## config.mk

```make
export PLATFORM = sky130hd
export DESIGN_NAME = qep_top
export DESIGN_NICKNAME = d
export VERILOG_FILES = /design/src/logic/qep_sync.v /design/src/logic/qep_top.v
export VERILOG_INCLUDE_DIRS = /design/src /design/src/logic
export SDC_FILE = /design/constraint.sdc
export NUM_CORES = 1
export LEC_CHECK = 0
export BUFFER_PORTS_ARGS = -buffer_cell sky130_fd_sc_hd__clkbuf_2
export CELL_PAD_IN_SITES_DETAIL_PLACEMENT = 1
export CELL_PAD_IN_SITES_GLOBAL_PLACEMENT = 2
export CORE_AREA = 8 8 191 265
export CTS_CLUSTER_SIZE = 16
export DETAILED_ROUTE_END_ITERATION = 8
export DIE_AREA = 0 0 199 273
export PLACE_DENSITY_LB_ADDON = 0.1
export SLEW_MARGIN = 20
export SYNTH_ARGS = -nofsm -noshare
export SYNTH_HDL_FRONTEND = slang
export SYNTH_SLANG_ARGS = --single-unit
```

## constraint.sdc

```tcl
create_clock -name I_SYS_CLK -period 4.41 [get_ports I_SYS_CLK]
set_input_delay 0.882 -clock I_SYS_CLK [delete_from_list [all_inputs] [get_ports I_SYS_CLK]]
set_output_delay 0.882 -clock I_SYS_CLK [all_outputs]
set_load 0.005 [all_outputs]
```

## src/logic/qep_regs.vh

```
// Register map, field layout and constants of the quadrature encoder block
//
// Function
// - Direction flag keeps last seen rotation direction
// - Both inputs changing together in quadrature mode sets sticky error
// - Four interrupt sources, each with own enable
// - Software reads raw and masked interrupt status
// - Write-one clears selected interrupt source flags
// - Position readable; index alignment after first index
// - Software write loads position counter
// - Velocity predivider 1 to 128 in powers two
// - Only position-changing pulses feed velocity accumulator
// - Period end saves velocity, restarts accumulator
// - Velocity needs velocity enable and main enable
// - Main enable cleared stops all encoder processing
// - Count edges of channel A or both
// - Index reset mode clears position on forward index
// - Quadrature or step/direction decode, optional swap
// - Maximum position bounds counter, loaded reverse index
`ifndef QEP_REGS_VH
`define QEP_REGS_VH

// ==========================================================================
// Register offsets (byte addresses)
`define QEP_CTRL_OFF      12'h000
`define QEP_STAT_OFF      12'h004
`define QEP_POS_OFF       12'h008
`define QEP_MAXPOS_OFF    12'h00C
`define QEP_LOAD_OFF      12'h010
`define QEP_PERIOD_OFF    12'h014
`define QEP_VELCNT_OFF    12'h018
`define QEP_VEL_OFF       12'h01C
`define QEP_IMASK_OFF     12'h020
`define QEP_IRAW_OFF      12'h024
`define QEP_IMSK_STAT_OFF 12'h028
`define QEP_ICLR_OFF      12'h02C

// ==========================================================================
// Control fields
`define QEP_CTRL_EN       0
`define QEP_CTRL_SWAP     1
`define QEP_CTRL_STEPDIR  2
`define QEP_CTRL_CAP_AB   3
`define QEP_CTRL_RST_IDX  4
`define QEP_CTRL_VEL_EN   5
`define QEP_CTRL_DIV_LO   6
`define QEP_CTRL_DIV_HI   8

// Status fields
`define QEP_STAT_ERR      0
`define QEP_STAT_DIR      1

// Interrupt bits
`define QEP_INT_ERR       0
`define QEP_INT_DIR       1
`define QEP_INT_TIMER     2
`define QEP_INT_INDEX     3

// Reset values
`define QEP_CTRL_RST      9'h000
`define QEP_MAXPOS_RST    32'hFFFFFFFF
`define QEP_PERIOD_RST    32'h00000001

`endif

```

## src/logic/qep_sync.v

```verilog
// Two-flop synchroniser for the encoder pins
module qep_sync #(
    parameter W = 3
) (
    input  wire         clk,
    input  wire         rst_n,
    input  wire [W-1:0] d,
    output reg  [W-1:0] q
);
    reg [W-1:0] meta_q;

    always @(posedge clk or negedge rst_n) begin
        if (!rst_n) begin
            meta_q <= {W{1'b0}};
            q      <= {W{1'b0}};
        end else begin
            meta_q <= d;
            q      <= meta_q;
        end
    end
endmodule // qep_sync

```

## src/logic/qep_top.v

```verilog
// Quadrature encoder: position, direction, error, velocity, APB registers
//
// The APB interface to the registers and the address map were decided locally.
`include "qep_regs.vh"

module qep_top (
    // Clock and reset
    input  wire        I_SYS_CLK,
    input  wire        I_RSTN,
    // APB slave
    input  wire        I_PSEL,
    input  wire        I_PENABLE,
    input  wire        I_PWRITE,
    input  wire [11:0] I_PADDR,
    input  wire [31:0] I_PWDATA,
    output reg  [31:0] O_PRDATA,
    output reg         O_PREADY,
    output reg         O_PSLVERR,
    // Encoder pins
    input  wire        I_CHA,
    input  wire        I_CHB,
    input  wire        I_IDX,
    // Interrupt
    output reg         O_IRQ
);
    // ======================================================================
    // Pin synchronisers
    wire [2:0] pins_s;

    qep_sync #(
        .W (3)
    ) u_sync (
        .clk   (I_SYS_CLK),
        .rst_n (I_RSTN),
        .d     ({I_IDX, I_CHB, I_CHA}),
        .q     (pins_s)
    );

    // ======================================================================
    // Registers
    reg  [8:0]  ctrl_q;
    reg  [31:0] max_position_value_q;
    reg  [31:0] velocity_period_ticks_q;
    reg  [3:0]  imask_q;
    reg  [3:0]  iraw_q;
    reg  [31:0] pos_q;
    reg  [31:0] velcnt_q;
    reg  [31:0] vel_q;
    reg  [31:0] timer_q;
    reg  [6:0]  prediv_q;
    reg         dir_q;
    reg         err_q;
    reg         idx_seen_q;
    reg  [2:0]  prev_q;

    wire        en       = ctrl_q[`QEP_CTRL_EN];
    wire        swap     = ctrl_q[`QEP_CTRL_SWAP];
    wire        step_dir = ctrl_q[`QEP_CTRL_STEPDIR];
    wire        cap_ab   = ctrl_q[`QEP_CTRL_CAP_AB];
    wire        reset_on_index = ctrl_q[`QEP_CTRL_RST_IDX];
    wire        vel_en   = ctrl_q[`QEP_CTRL_VEL_EN] & en;
    wire [2:0]  velocity_predivider =
                ctrl_q[`QEP_CTRL_DIV_HI:`QEP_CTRL_DIV_LO];

    // APB decode
    wire        wr_acc = I_PSEL & I_PENABLE & I_PWRITE;
    wire        rd_acc = I_PSEL & I_PENABLE & ~I_PWRITE;
    wire        wr_ctrl  = wr_acc && I_PADDR == `QEP_CTRL_OFF;
    wire        wr_max   = wr_acc && I_PADDR == `QEP_MAXPOS_OFF;
    wire        wr_load  = wr_acc && I_PADDR == `QEP_LOAD_OFF;
    wire        wr_per   = wr_acc && I_PADDR == `QEP_PERIOD_OFF;
    wire        wr_mask  = wr_acc && I_PADDR == `QEP_IMASK_OFF;
    wire        wr_iclr  = wr_acc && I_PADDR == `QEP_ICLR_OFF;
    wire        wr_stat  = wr_acc && I_PADDR == `QEP_STAT_OFF;

    // ======================================================================
    // Channel swap and decode
    wire        ch_a = swap ? pins_s[1] : pins_s[0];
    wire        ch_b = swap ? pins_s[0] : pins_s[1];
    wire        pa   = swap ? prev_q[1] : prev_q[0];
    wire        pb   = swap ? prev_q[0] : prev_q[1];
    wire        a_chg = ch_a ^ pa;
    wire        b_chg = ch_b ^ pb;
    wire        idx_rise = pins_s[2] & ~prev_q[2];

    reg         step;
    reg         fwd;
    reg         phase_err;

    always @* begin
        step      = 1'b0;
        fwd       = dir_q;
        phase_err = 1'b0;
        if (en) begin
            if (step_dir) begin
                // Channel A is the step clock, B the direction
                step = ch_a & ~pa;
                fwd  = ~ch_b;
            end else if (a_chg & b_chg) begin
                phase_err = 1'b1;
            end else if (a_chg) begin
                step = 1'b1;
                fwd  = ch_a ^ ch_b;
            end else if (b_chg) begin
                step = cap_ab;
                fwd  = ~(ch_a ^ ch_b);
            end
        end
    end

    // Next position; counter wraps within 0..max
    reg  [31:0] pos_d;

    always @* begin
        pos_d = pos_q;
        if (wr_load) begin
            pos_d = I_PWDATA;
        end else if (en && reset_on_index && idx_rise) begin
            pos_d = fwd ? 32'h00000000 : max_position_value_q;
        end else if (step) begin
            if (fwd)
                pos_d = (pos_q >= max_position_value_q) ? 32'h00000000
                                                        : pos_q + 32'h1;
            else
                pos_d = (pos_q == 32'h00000000) ? max_position_value_q
                                                : pos_q - 32'h1;
        end
    end

    // ======================================================================
    // Velocity predivider and timer
    wire [6:0]  div_mask = (7'h01 << velocity_predivider) - 7'h01;
    wire        vel_pulse = vel_en & step &
                            ((prediv_q & div_mask) == div_mask);
    wire        period_end = vel_en &&
                             timer_q >= velocity_period_ticks_q - 32'h1;

    // ======================================================================
    // Events
    wire        dir_change = step & (fwd != dir_q);
    wire        idx_evt    = en & idx_rise;
    wire [3:0]  evt;

    assign evt[`QEP_INT_ERR]   = phase_err;
    assign evt[`QEP_INT_DIR]   = dir_change;
    assign evt[`QEP_INT_TIMER] = period_end;
    assign evt[`QEP_INT_INDEX] = idx_evt;

    // ======================================================================
    // Interrupt next state
    wire [3:0]  clr_bits = wr_iclr ? I_PWDATA[3:0] : 4'h0;
    // Set wins over write-one-to-clear in the same cycle
    wire [3:0]  iraw_d   = (iraw_q & ~clr_bits) | evt;
    wire [3:0]  imask_d  = wr_mask ? I_PWDATA[3:0] : imask_q;

    // ======================================================================
    // Configuration registers
    always @(posedge I_SYS_CLK or negedge I_RSTN) begin
        if (!I_RSTN) begin
            ctrl_q                  <= `QEP_CTRL_RST;
            max_position_value_q    <= `QEP_MAXPOS_RST;
            velocity_period_ticks_q <= `QEP_PERIOD_RST;
            imask_q                 <= 4'h0;
        end else begin
            if (wr_ctrl)
                ctrl_q <= I_PWDATA[8:0];
            if (wr_max)
                max_position_value_q <= I_PWDATA;
            // Zero period is illegal; keep old value instead
            if (wr_per && I_PWDATA != 32'h00000000)
                velocity_period_ticks_q <= I_PWDATA;
            imask_q <= imask_d;
        end
    end

    // ======================================================================
    // Raw interrupt flags
    always @(posedge I_SYS_CLK or negedge I_RSTN) begin
        if (!I_RSTN) begin
            iraw_q <= 4'h0;
        end else begin
            iraw_q <= iraw_d;
        end
    end

    // ======================================================================
    // Interrupt line
    always @(posedge I_SYS_CLK or negedge I_RSTN) begin
        if (!I_RSTN) begin
            O_IRQ <= 1'b0;
        end else begin
            // Uses next flags and mask so the line tracks the registers
            O_IRQ <= |(iraw_d & imask_d);
        end
    end

    // ======================================================================
    // Pin history
    always @(posedge I_SYS_CLK or negedge I_RSTN) begin
        if (!I_RSTN) begin
            prev_q <= 3'h0;
        end else begin
            // Tracked while disabled too, so enabling sees no stale edge
            prev_q <= pins_s;
        end
    end

    // ======================================================================
    // Position counter
    always @(posedge I_SYS_CLK or negedge I_RSTN) begin
        if (!I_RSTN) begin
            pos_q <= 32'h00000000;
        end else begin
            pos_q <= pos_d;
        end
    end

    // ======================================================================
    // Direction
    always @(posedge I_SYS_CLK or negedge I_RSTN) begin
        if (!I_RSTN) begin
            dir_q <= 1'b1;
        end else if (step) begin
            // Only a counted step updates it; standing still keeps it
            dir_q <= fwd;
        end
    end

    // ======================================================================
    // Phase error
    always @(posedge I_SYS_CLK or negedge I_RSTN) begin
        if (!I_RSTN) begin
            err_q <= 1'b0;
        end else if (phase_err) begin
            // Set wins over a software clear in the same cycle
            err_q <= 1'b1;
        end else if (wr_stat && I_PWDATA[`QEP_STAT_ERR]) begin
            err_q <= 1'b0;
        end
    end

    // ======================================================================
    // Index seen since enable
    always @(posedge I_SYS_CLK or negedge I_RSTN) begin
        if (!I_RSTN) begin
            idx_seen_q <= 1'b0;
        end else if (idx_evt) begin
            idx_seen_q <= 1'b1;
        end else if (!en) begin
            // Disable forgets alignment; next index must be seen again
            idx_seen_q <= 1'b0;
        end
    end

    // ======================================================================
    // Velocity predivider
    always @(posedge I_SYS_CLK or negedge I_RSTN) begin
        if (!I_RSTN) begin
            prediv_q <= 7'h00;
        end else if (!vel_en) begin
            prediv_q <= 7'h00;
        end else if (step) begin
            // Advances only on counted steps, never on the ticks
            prediv_q <= (prediv_q & div_mask) == div_mask
                        ? 7'h00 : prediv_q + 7'h01;
        end
    end

    // ======================================================================
    // Velocity period timer
    always @(posedge I_SYS_CLK or negedge I_RSTN) begin
        if (!I_RSTN) begin
            timer_q <= 32'h00000000;
        end else if (!vel_en || period_end) begin
            timer_q <= 32'h00000000;
        end else begin
            timer_q <= timer_q + 32'h1;
        end
    end

    // ======================================================================
    // Velocity accumulator
    always @(posedge I_SYS_CLK or negedge I_RSTN) begin
        if (!I_RSTN) begin
            velcnt_q <= 32'h00000000;
        end else if (!vel_en || period_end) begin
            // Restarts from zero; the closed count moves to the result
            velcnt_q <= 32'h00000000;
        end else if (vel_pulse) begin
            velcnt_q <= velcnt_q + 32'h1;
        end
    end

    // ======================================================================
    // Velocity result
    always @(posedge I_SYS_CLK or negedge I_RSTN) begin
        if (!I_RSTN) begin
            vel_q <= 32'h00000000;
        end else if (period_end) begin
            // A pulse in the closing cycle still belongs to this period
            vel_q <= velcnt_q + (vel_pulse ? 32'h1 : 32'h0);
        end
    end

    // ======================================================================
    // APB read path; one wait-free access phase
    reg  [31:0] rdata_d;
    reg         addr_ok;

    always @* begin
        rdata_d = 32'h00000000;
        addr_ok = 1'b1;
        case (I_PADDR)
            `QEP_CTRL_OFF:      rdata_d = {23'h0, ctrl_q};
            `QEP_STAT_OFF:      rdata_d = {29'h0, idx_seen_q, dir_q, err_q};
            `QEP_POS_OFF:       rdata_d = pos_q;
            `QEP_MAXPOS_OFF:    rdata_d = max_position_value_q;
            `QEP_LOAD_OFF:      rdata_d = pos_q;
            `QEP_PERIOD_OFF:    rdata_d = velocity_period_ticks_q;
            `QEP_VELCNT_OFF:    rdata_d = velcnt_q;
            `QEP_VEL_OFF:       rdata_d = vel_q;
            `QEP_IMASK_OFF:     rdata_d = {28'h0, imask_q};
            `QEP_IRAW_OFF:      rdata_d = {28'h0, iraw_q};
            `QEP_IMSK_STAT_OFF: rdata_d = {28'h0, iraw_q & imask_q};
            `QEP_ICLR_OFF:      rdata_d = 32'h00000000;
            default:            addr_ok = 1'b0;
        endcase
    end

    always @(posedge I_SYS_CLK or negedge I_RSTN) begin
        if (!I_RSTN) begin
            O_PRDATA  <= 32'h00000000;
            O_PREADY  <= 1'b0;
            O_PSLVERR <= 1'b0;
        end else begin
            // Registered answer: setup cycle prepares, access completes
            O_PREADY  <= I_PSEL & ~I_PENABLE;
            O_PSLVERR <= I_PSEL & ~I_PENABLE & ~addr_ok;
            if (I_PSEL && !I_PENABLE && !I_PWRITE)
                O_PRDATA <= rdata_d;
        end
    end
endmodule // qep_top

```

## Word-level counts from Yosys, hierarchy flattened

Index checks and enable logic that the tools add are counted.

| word-level totals | value |
|---|---|
| memory bits (read-only) | 0 |
| word-level logic and storage cells | 139 |
| register bits | 263 |
| bits in latches | 0 |
| RAM bits | 0 |
| memories | 0 |
| input port bits | 52 |
| output and inout port bits | 35 |

| cells by class | value |
|---|---|
| eq/ne operators | 15 |
| magnitude comparators | 2 |
| divide/modulo/power cells | 0 |
| add/subtract/negate cells | 8 |
| bitwise operators | 27 |
| muxes and demuxes | 39 |
| $mul | 0 |
| reductions and logical operators | 27 |
| shift-type cells | 1 |

Operator list:

| kind | count |
|---|---|
| $mux W32 | 10 |
| $pmux W32 S10 | 1 |
| $add A32 B1 Y32 const B | 3 |
| $ge A32 B32 Y1 | 2 |
| $sub A32 B1 Y32 const B | 2 |
| $eq A12 B5 Y1 const B | 4 |
| $eq A12 B6 Y1 const B | 4 |
| $add A32 B1 Y32 | 1 |
| $logic_not A32 Y1 | 1 |
| $reduce_bool A32 Y1 | 1 |
| $eq A12 B4 Y1 const B | 2 |
| $mux W1 | 23 |
| $mux W7 | 3 |
| $logic_and A1 B1 Y1 | 14 |
| $and A1 B1 Y1 | 12 |
| $and A4 B4 Y4 | 3 |
| $eq A12 B3 Y1 const B | 1 |
| $logic_not A12 Y1 | 1 |
| $reduce_or A12 Y1 | 1 |
| $mux W4 | 2 |
| $add A7 B1 Y7 const B | 1 |
| $and A7 B7 Y7 | 1 |
| $eq A7 B7 Y1 | 1 |
| $shl A1 B3 Y7 const A | 1 |
| other kinds (13) | 24 |

## Longest topological paths before layout

| logic depth | value |
|---|---|
| depth after elaboration | 13 |
| mapped depth | 18 |
| depth with buffers taken out | 17 |

## Cells and area by module

From an unflattened synthesis, not the netlist that was laid out.

| unflattened totals | value |
|---|---|
| cell total of the unflattened synthesis | 1794 |
| area, all modules | 16492.1 um2 |

By module, submodules not included:

| module | times used | area each (um2) | seq. area each (um2) | cells each |
|---|---|---|---|---|
| qep_top | 1 | 16341.9 | 6473.7 | 1788 |
| qep_sync | 1 | 150.1 | 150.1 | 6 |

## Least setup slack after synthesis

No wires, ideal clock.

| timing | value |
|---|---|
| path kind | reg2reg |
| from | reg velocity_period_ticks_q[10] |
| to | reg vel_q[0] |
| data arrival time | 4285 ps |
| path slack | 1 ps |
| stages on the path, launching flop included | 15 |
| library setup time | 125 ps |
| cell sequence | dfrtp_1 > or4_1 > nor4_4 > nand3_1 > or4_1 > nor2_1 > xnor2_1 > ha_1 > and2_1 > a221o_1 > a221oi_1 > a21o_1 > a31o_2 > clkbuf_1 > mux2_2 |

| between the ends | value |
|---|---|
| longest elaborated chain between the ends | 3 |

Ends and longest elaborated chain:

| element | RTL line | source |
|---|---|---|
| from (decl) | qep_top.v:43 | `reg [31:0] velocity_period_ticks_q;` |
| from (signal assigned) | qep_top.v:162 | `` velocity_period_ticks_q <= `QEP_PERIOD_RST; `` |
| $sub A32 B1 Y32 | qep_top.v:136 | `timer_q >= velocity_period_ticks_q - 32'h1;` |
| $ge A32 B32 Y1 | qep_top.v:136 |  |
| $logic_and A1 B1 Y1 | qep_top.v:135 | `wire period_end = vel_en &&` |
| to (signal assigned) | qep_top.v:301 | `vel_q <= velcnt_q + (vel_pulse ? 32'h1 : 32'h0);` |
| to (decl) | qep_top.v:48 | `reg [31:0] vel_q;` |

No other way between the ends.
A chain may end at the register's enable or synchronous reset.

## Final worst setup path

| timing | value |
|---|---|
| from | reg velocity_period_ticks_q[5] |
| to | reg vel_q[0] |

The elaborated chain is that of the path after synthesis.

==> results summary <==
The via count of the first global-routing pass is 15200. The placed wire-length estimate after detailed placement is 48.9 mm. Across the routed clock network, the largest skew measured is 0.0105 ns.

The relative area change from synthesis to final layout came out at 15.9%. The width of the die is 199 um. The floorplan step defined a die boundary enclosing 0.0543 mm2. The sequential area share after synthesis came out at 0.399. The count of antenna diodes in the layout is 0. The data arrival time of the worst path is 4.70 ns. The critical register-to-register path endpoint is vel_q[0].

The post-synthesis cell count came out at 1775. The library cell used most frequently in the layout, excluding fill and tap cells, is dfrtp_1. The TritonCTS clock tree is done. The violation count after the first detailed-route iteration is 942.

The maximum net fanout on the critical path is 5. The filler cells instantiated in the layout total 5376. Synthesis produced a netlist with a net count of 1901. The height of the die is 273 um.

Setup repair after global routing could not meet its margin everywhere. The row count came out at 94. The largest stage delay on the critical path is 0.54 ns.

The vias after detailed routing came out at 14600. The I/O pin count is 87. The startpoint identified for the worst register-to-register timing path is velocity_period_ticks_q[5]. Across the run, the number of max-cap violations was 0. The post-route clock period utilization is 0.961. The first-pass GRT wire length came out at 98.6 mm. The share of the core filled with cells in the final layout came out at 0.412.

Summing all multi-input logic gate instances after layout gives 0.00947 mm2. STA puts the critical path data required time at 4.87 ns. The worst-case vdd ir drop is 0.000262 V. The number of antenna violations at the first check in global routing is 0. The final-report hold violation count is 0. The depth of the CTS H-tree is 1.

The minimum clock period is 4.24 ns. The run finished with clean final reports. At the pin with the least slew margin, the transition time is 1.02 ns.

The wire length per cell after detailed routing is 26.1 um. The critical path in this run is classified as register to register. The worst register-to-register path has a setup slack of 0.17 ns. The largest individual stage delay along the critical path comes from the cell or4_4. The count of port buffers added during placement came out at 86.

The number of sinks handled by clock tree synthesis is 263. The most frequently used flop master after synthesis is dfrtp_1. The worst setup path is launched from a register.

The highest attainable clock frequency is 236 MHz. The top cell types in the final layout, fill and taps aside, are dfrtp_1, nor2_1, nand2_1. The number of standard cells in the final layout excluding fillers came out at 2512. The total global routing overflow came out at 0.

The worst slew margin relative to its limit is 0.318. For this configuration, the core starts out at a cell density of 0.355. Setup total negative slack on the finished layout was measured at 0 ns. For this run, asynchronously set or reset flops after synthesis account for 1.00. The share of cells above drive strength 1 is 0.204.

The final antenna-violating net count came out at 0. The clock transition at the registers of the reported paths is 0.06 ns. Counting stages on the worst path, the most repeated cell is or4_4. Registers take 0.00662 mm2. The total leakage power came out at 7.91 nW. The total detailed-routing wirelength came out at 65.5 mm. Counting tap cells, the placed design contains a total of 2447 instances. The clock latency of the later-clocked register in the worst-skew pair came out at 0.58 ns. For this run, the post-layout net count is 1990. For this run, the number of Yosys warnings is 0. Counting flops with a built-in enable in the synthesized netlist gives 0.

The max-slew violation count came out at 0. The total CTS buffers is 31. The number of vias per cell after detailed routing is 5.80. The cell sitting at the root of the clock tree is a clkbuf_16. The logic depth of the worst register-to-register path came out at 14. In this run, distinct cell masters in the synthesized netlist total 78. The average cell area after synthesis is 9.34 um2. The first detailed-routing pass ran for 5 iterations. The standard cell core area came out at 0.0467 mm2. The netlist area before placement came out at 0.0166 mm2. At the end of routability-driven placement, the weighted congestion stood at 0.862. The final instance area came out at 0.0192 mm2. The tightest min-delay check is of the input pin to asynchronous set/reset pin type. After synthesis the netlist holds a flip-flop and latch count of 263. The worst hold margin came out at 0.330 ns.

The cell area reported after detailed placement came out at 0.0180 mm2. The clock passes through at most 3 buffers. In the global route stage, overall resource usage came out at 0.238. The critical path goes through or4_4 -> nor4_2 -> nand3_1 -> or4_4 -> nor3_2 -> xnor2_1 -> ha_1 -> a21o_1 -> a221o_1 -> a221oi_2 -> buf_4 -> a21o_4 -> a31o_4 -> mux2_4.

The pin count of the biggest net entering global routing came out at 112. For this run, design rule violations remaining after detail routing come to 0. Setup violations remaining at the end of the flow were counted as 0. The endpoint kind of the worst setup timing path is a register.

The power density normalized to cell area came out at 279 mW/mm2.
## cell families (layout without fill, tap and decap cells)
group | count (synthesis) | after routing | share of synthesized area
flops | 263 | 263 | 0.399
fa+ha+maj | 74 | 74 | 0.0558
mux | 98 | 98 | 0.0662
xor+xnor | 179 | 179 | 0.0945
simple gates | 630 | 630 | 0.191
buf+inv | 163 | 275 | 0.0395
compound gates | 368 | 369 | 0.153
## cell type report
class,count,area share
clock buffers,40,0.0437
well taps,624,0.0406
clock inverters,17,0.00892
inverters,50,0.00976
multi-input cells,1350,0.493
flip-flops and latches,263,0.345
repair buffers,168,0.0598
## critical path, delay by kind of cell (launching register included)
kind,cells,cell delay (ns)
AND/OR/NAND/NOR,5,1.66
AO/OA/AOI/OAI,5,1.10
flip-flops,1,0.42
multiplexers,1,0.32
adder cells (fa/ha/maj),1,0.27
buffers and inverters,1,0.19
XOR/XNOR,1,0.15
## layer usage
metal  global-route usage  wire length, um  up-vias
li1                     -                -     6645
met1                0.298            27400     7475
met2                0.419            33100      309
met3               0.0211             2080      138
met4               0.0895             2830        0
met5                    0                0        -
## synthesized netlist by cell type, types with 9 or more instances
| cell type | n | share of area |
|---|---|---|
| xor2_1 | 102 | 0.054 |
| mux2i_1 | 13 | 0.0078 |
| a22oi_1 | 35 | 0.016 |
| or4_1 | 9 | 0.0041 |
| a31oi_1 | 25 | 0.0094 |
| mux2_2 | 84 | 0.057 |
| a211oi_1 | 9 | 0.0041 |
| and4_1 | 13 | 0.0069 |
| or3_1 | 14 | 0.0053 |
| nand3_1 | 68 | 0.021 |
| nor2_1 | 166 | 0.038 |
| a221oi_1 | 9 | 0.0048 |
| buf_2 | 26 | 0.0078 |
| dfstp_2 | 34 | 0.054 |
| dfrtp_1 | 229 | 0.35 |
| a21o_1 | 23 | 0.010 |
| xnor2_1 | 77 | 0.041 |
| a21oi_1 | 52 | 0.016 |
| and2_1 | 12 | 0.0045 |
| o21a_1 | 10 | 0.0045 |
| clkbuf_1 | 79 | 0.018 |
| inv_1 | 50 | 0.011 |
| nand2b_1 | 11 | 0.0041 |
| nor3_1 | 43 | 0.013 |
| o21ai_0 | 86 | 0.026 |
| nand4_1 | 41 | 0.015 |
| o22ai_1 | 21 | 0.0079 |
| nor2b_1 | 10 | 0.0038 |
| and3_1 | 22 | 0.0083 |
| nor4_1 | 26 | 0.0098 |
| ha_1 | 74 | 0.056 |
| a222oi_1 | 31 | 0.019 |
| nand2_1 | 156 | 0.035 |
## registers in the layout, summed over array words and instances (netlist names), 7 cells and up
| name | count |
|---|---|
| O_PRDATA | 32 |
| max_position_value_q | 32 |
| pos_q | 32 |
| timer_q | 32 |
| vel_q | 32 |
| velcnt_q | 32 |
| velocity_period_ticks_q | 32 |
| ctrl_q | 9 |
| prediv_q | 7 |
## power by group
part / total (mW) / internal, mW / leakage [nW] / switching [mW]
Sequential: 2.48 / 2.45 / 3.32 / 0.0349
Clock: 2.63 / 1.51 / 0.497 / 1.11
Combinational: 0.260 / 0.0812 / 4.09 / 0.178
## worst max-delay path by stage
stage / cells after the start / from / endpoint
2_1_floorplan: 14 / velocity_period_ticks_q[10] / vel_q[0]
3_3_place_gp: 14 / velocity_period_ticks_q[10] / vel_q[0]
3_5_place_dp: 15 / velocity_period_ticks_q[9] / vel_q[17]
4_1_cts: 15 / velocity_period_ticks_q[9] / vel_q[17]
5_1_grt: 17 / velocity_period_ticks_q[1] / velcnt_q[18]
6_report: 14 / velocity_period_ticks_q[5] / vel_q[0]
## per-stage QoR
stage               power, mW  setup WS (ns)
finish                   5.37          0.173
floorplan                2.59       0.000772
global placement         2.79         0.0838
detailed placement       2.79         0.0301
CTS                      5.45         0.0161
global route             5.54        -0.0521
## what timing repair did
action | in CTS | in global routing
hold buffers | 0 | 0
gates resized for setup | 0 | 25
endpoints found under the setup margin | 0 | 97
hold endpoints to repair | 0 | 0
buffers inserted | 0 | 4
No activity file was read; power rests on OpenSTA's default activity.
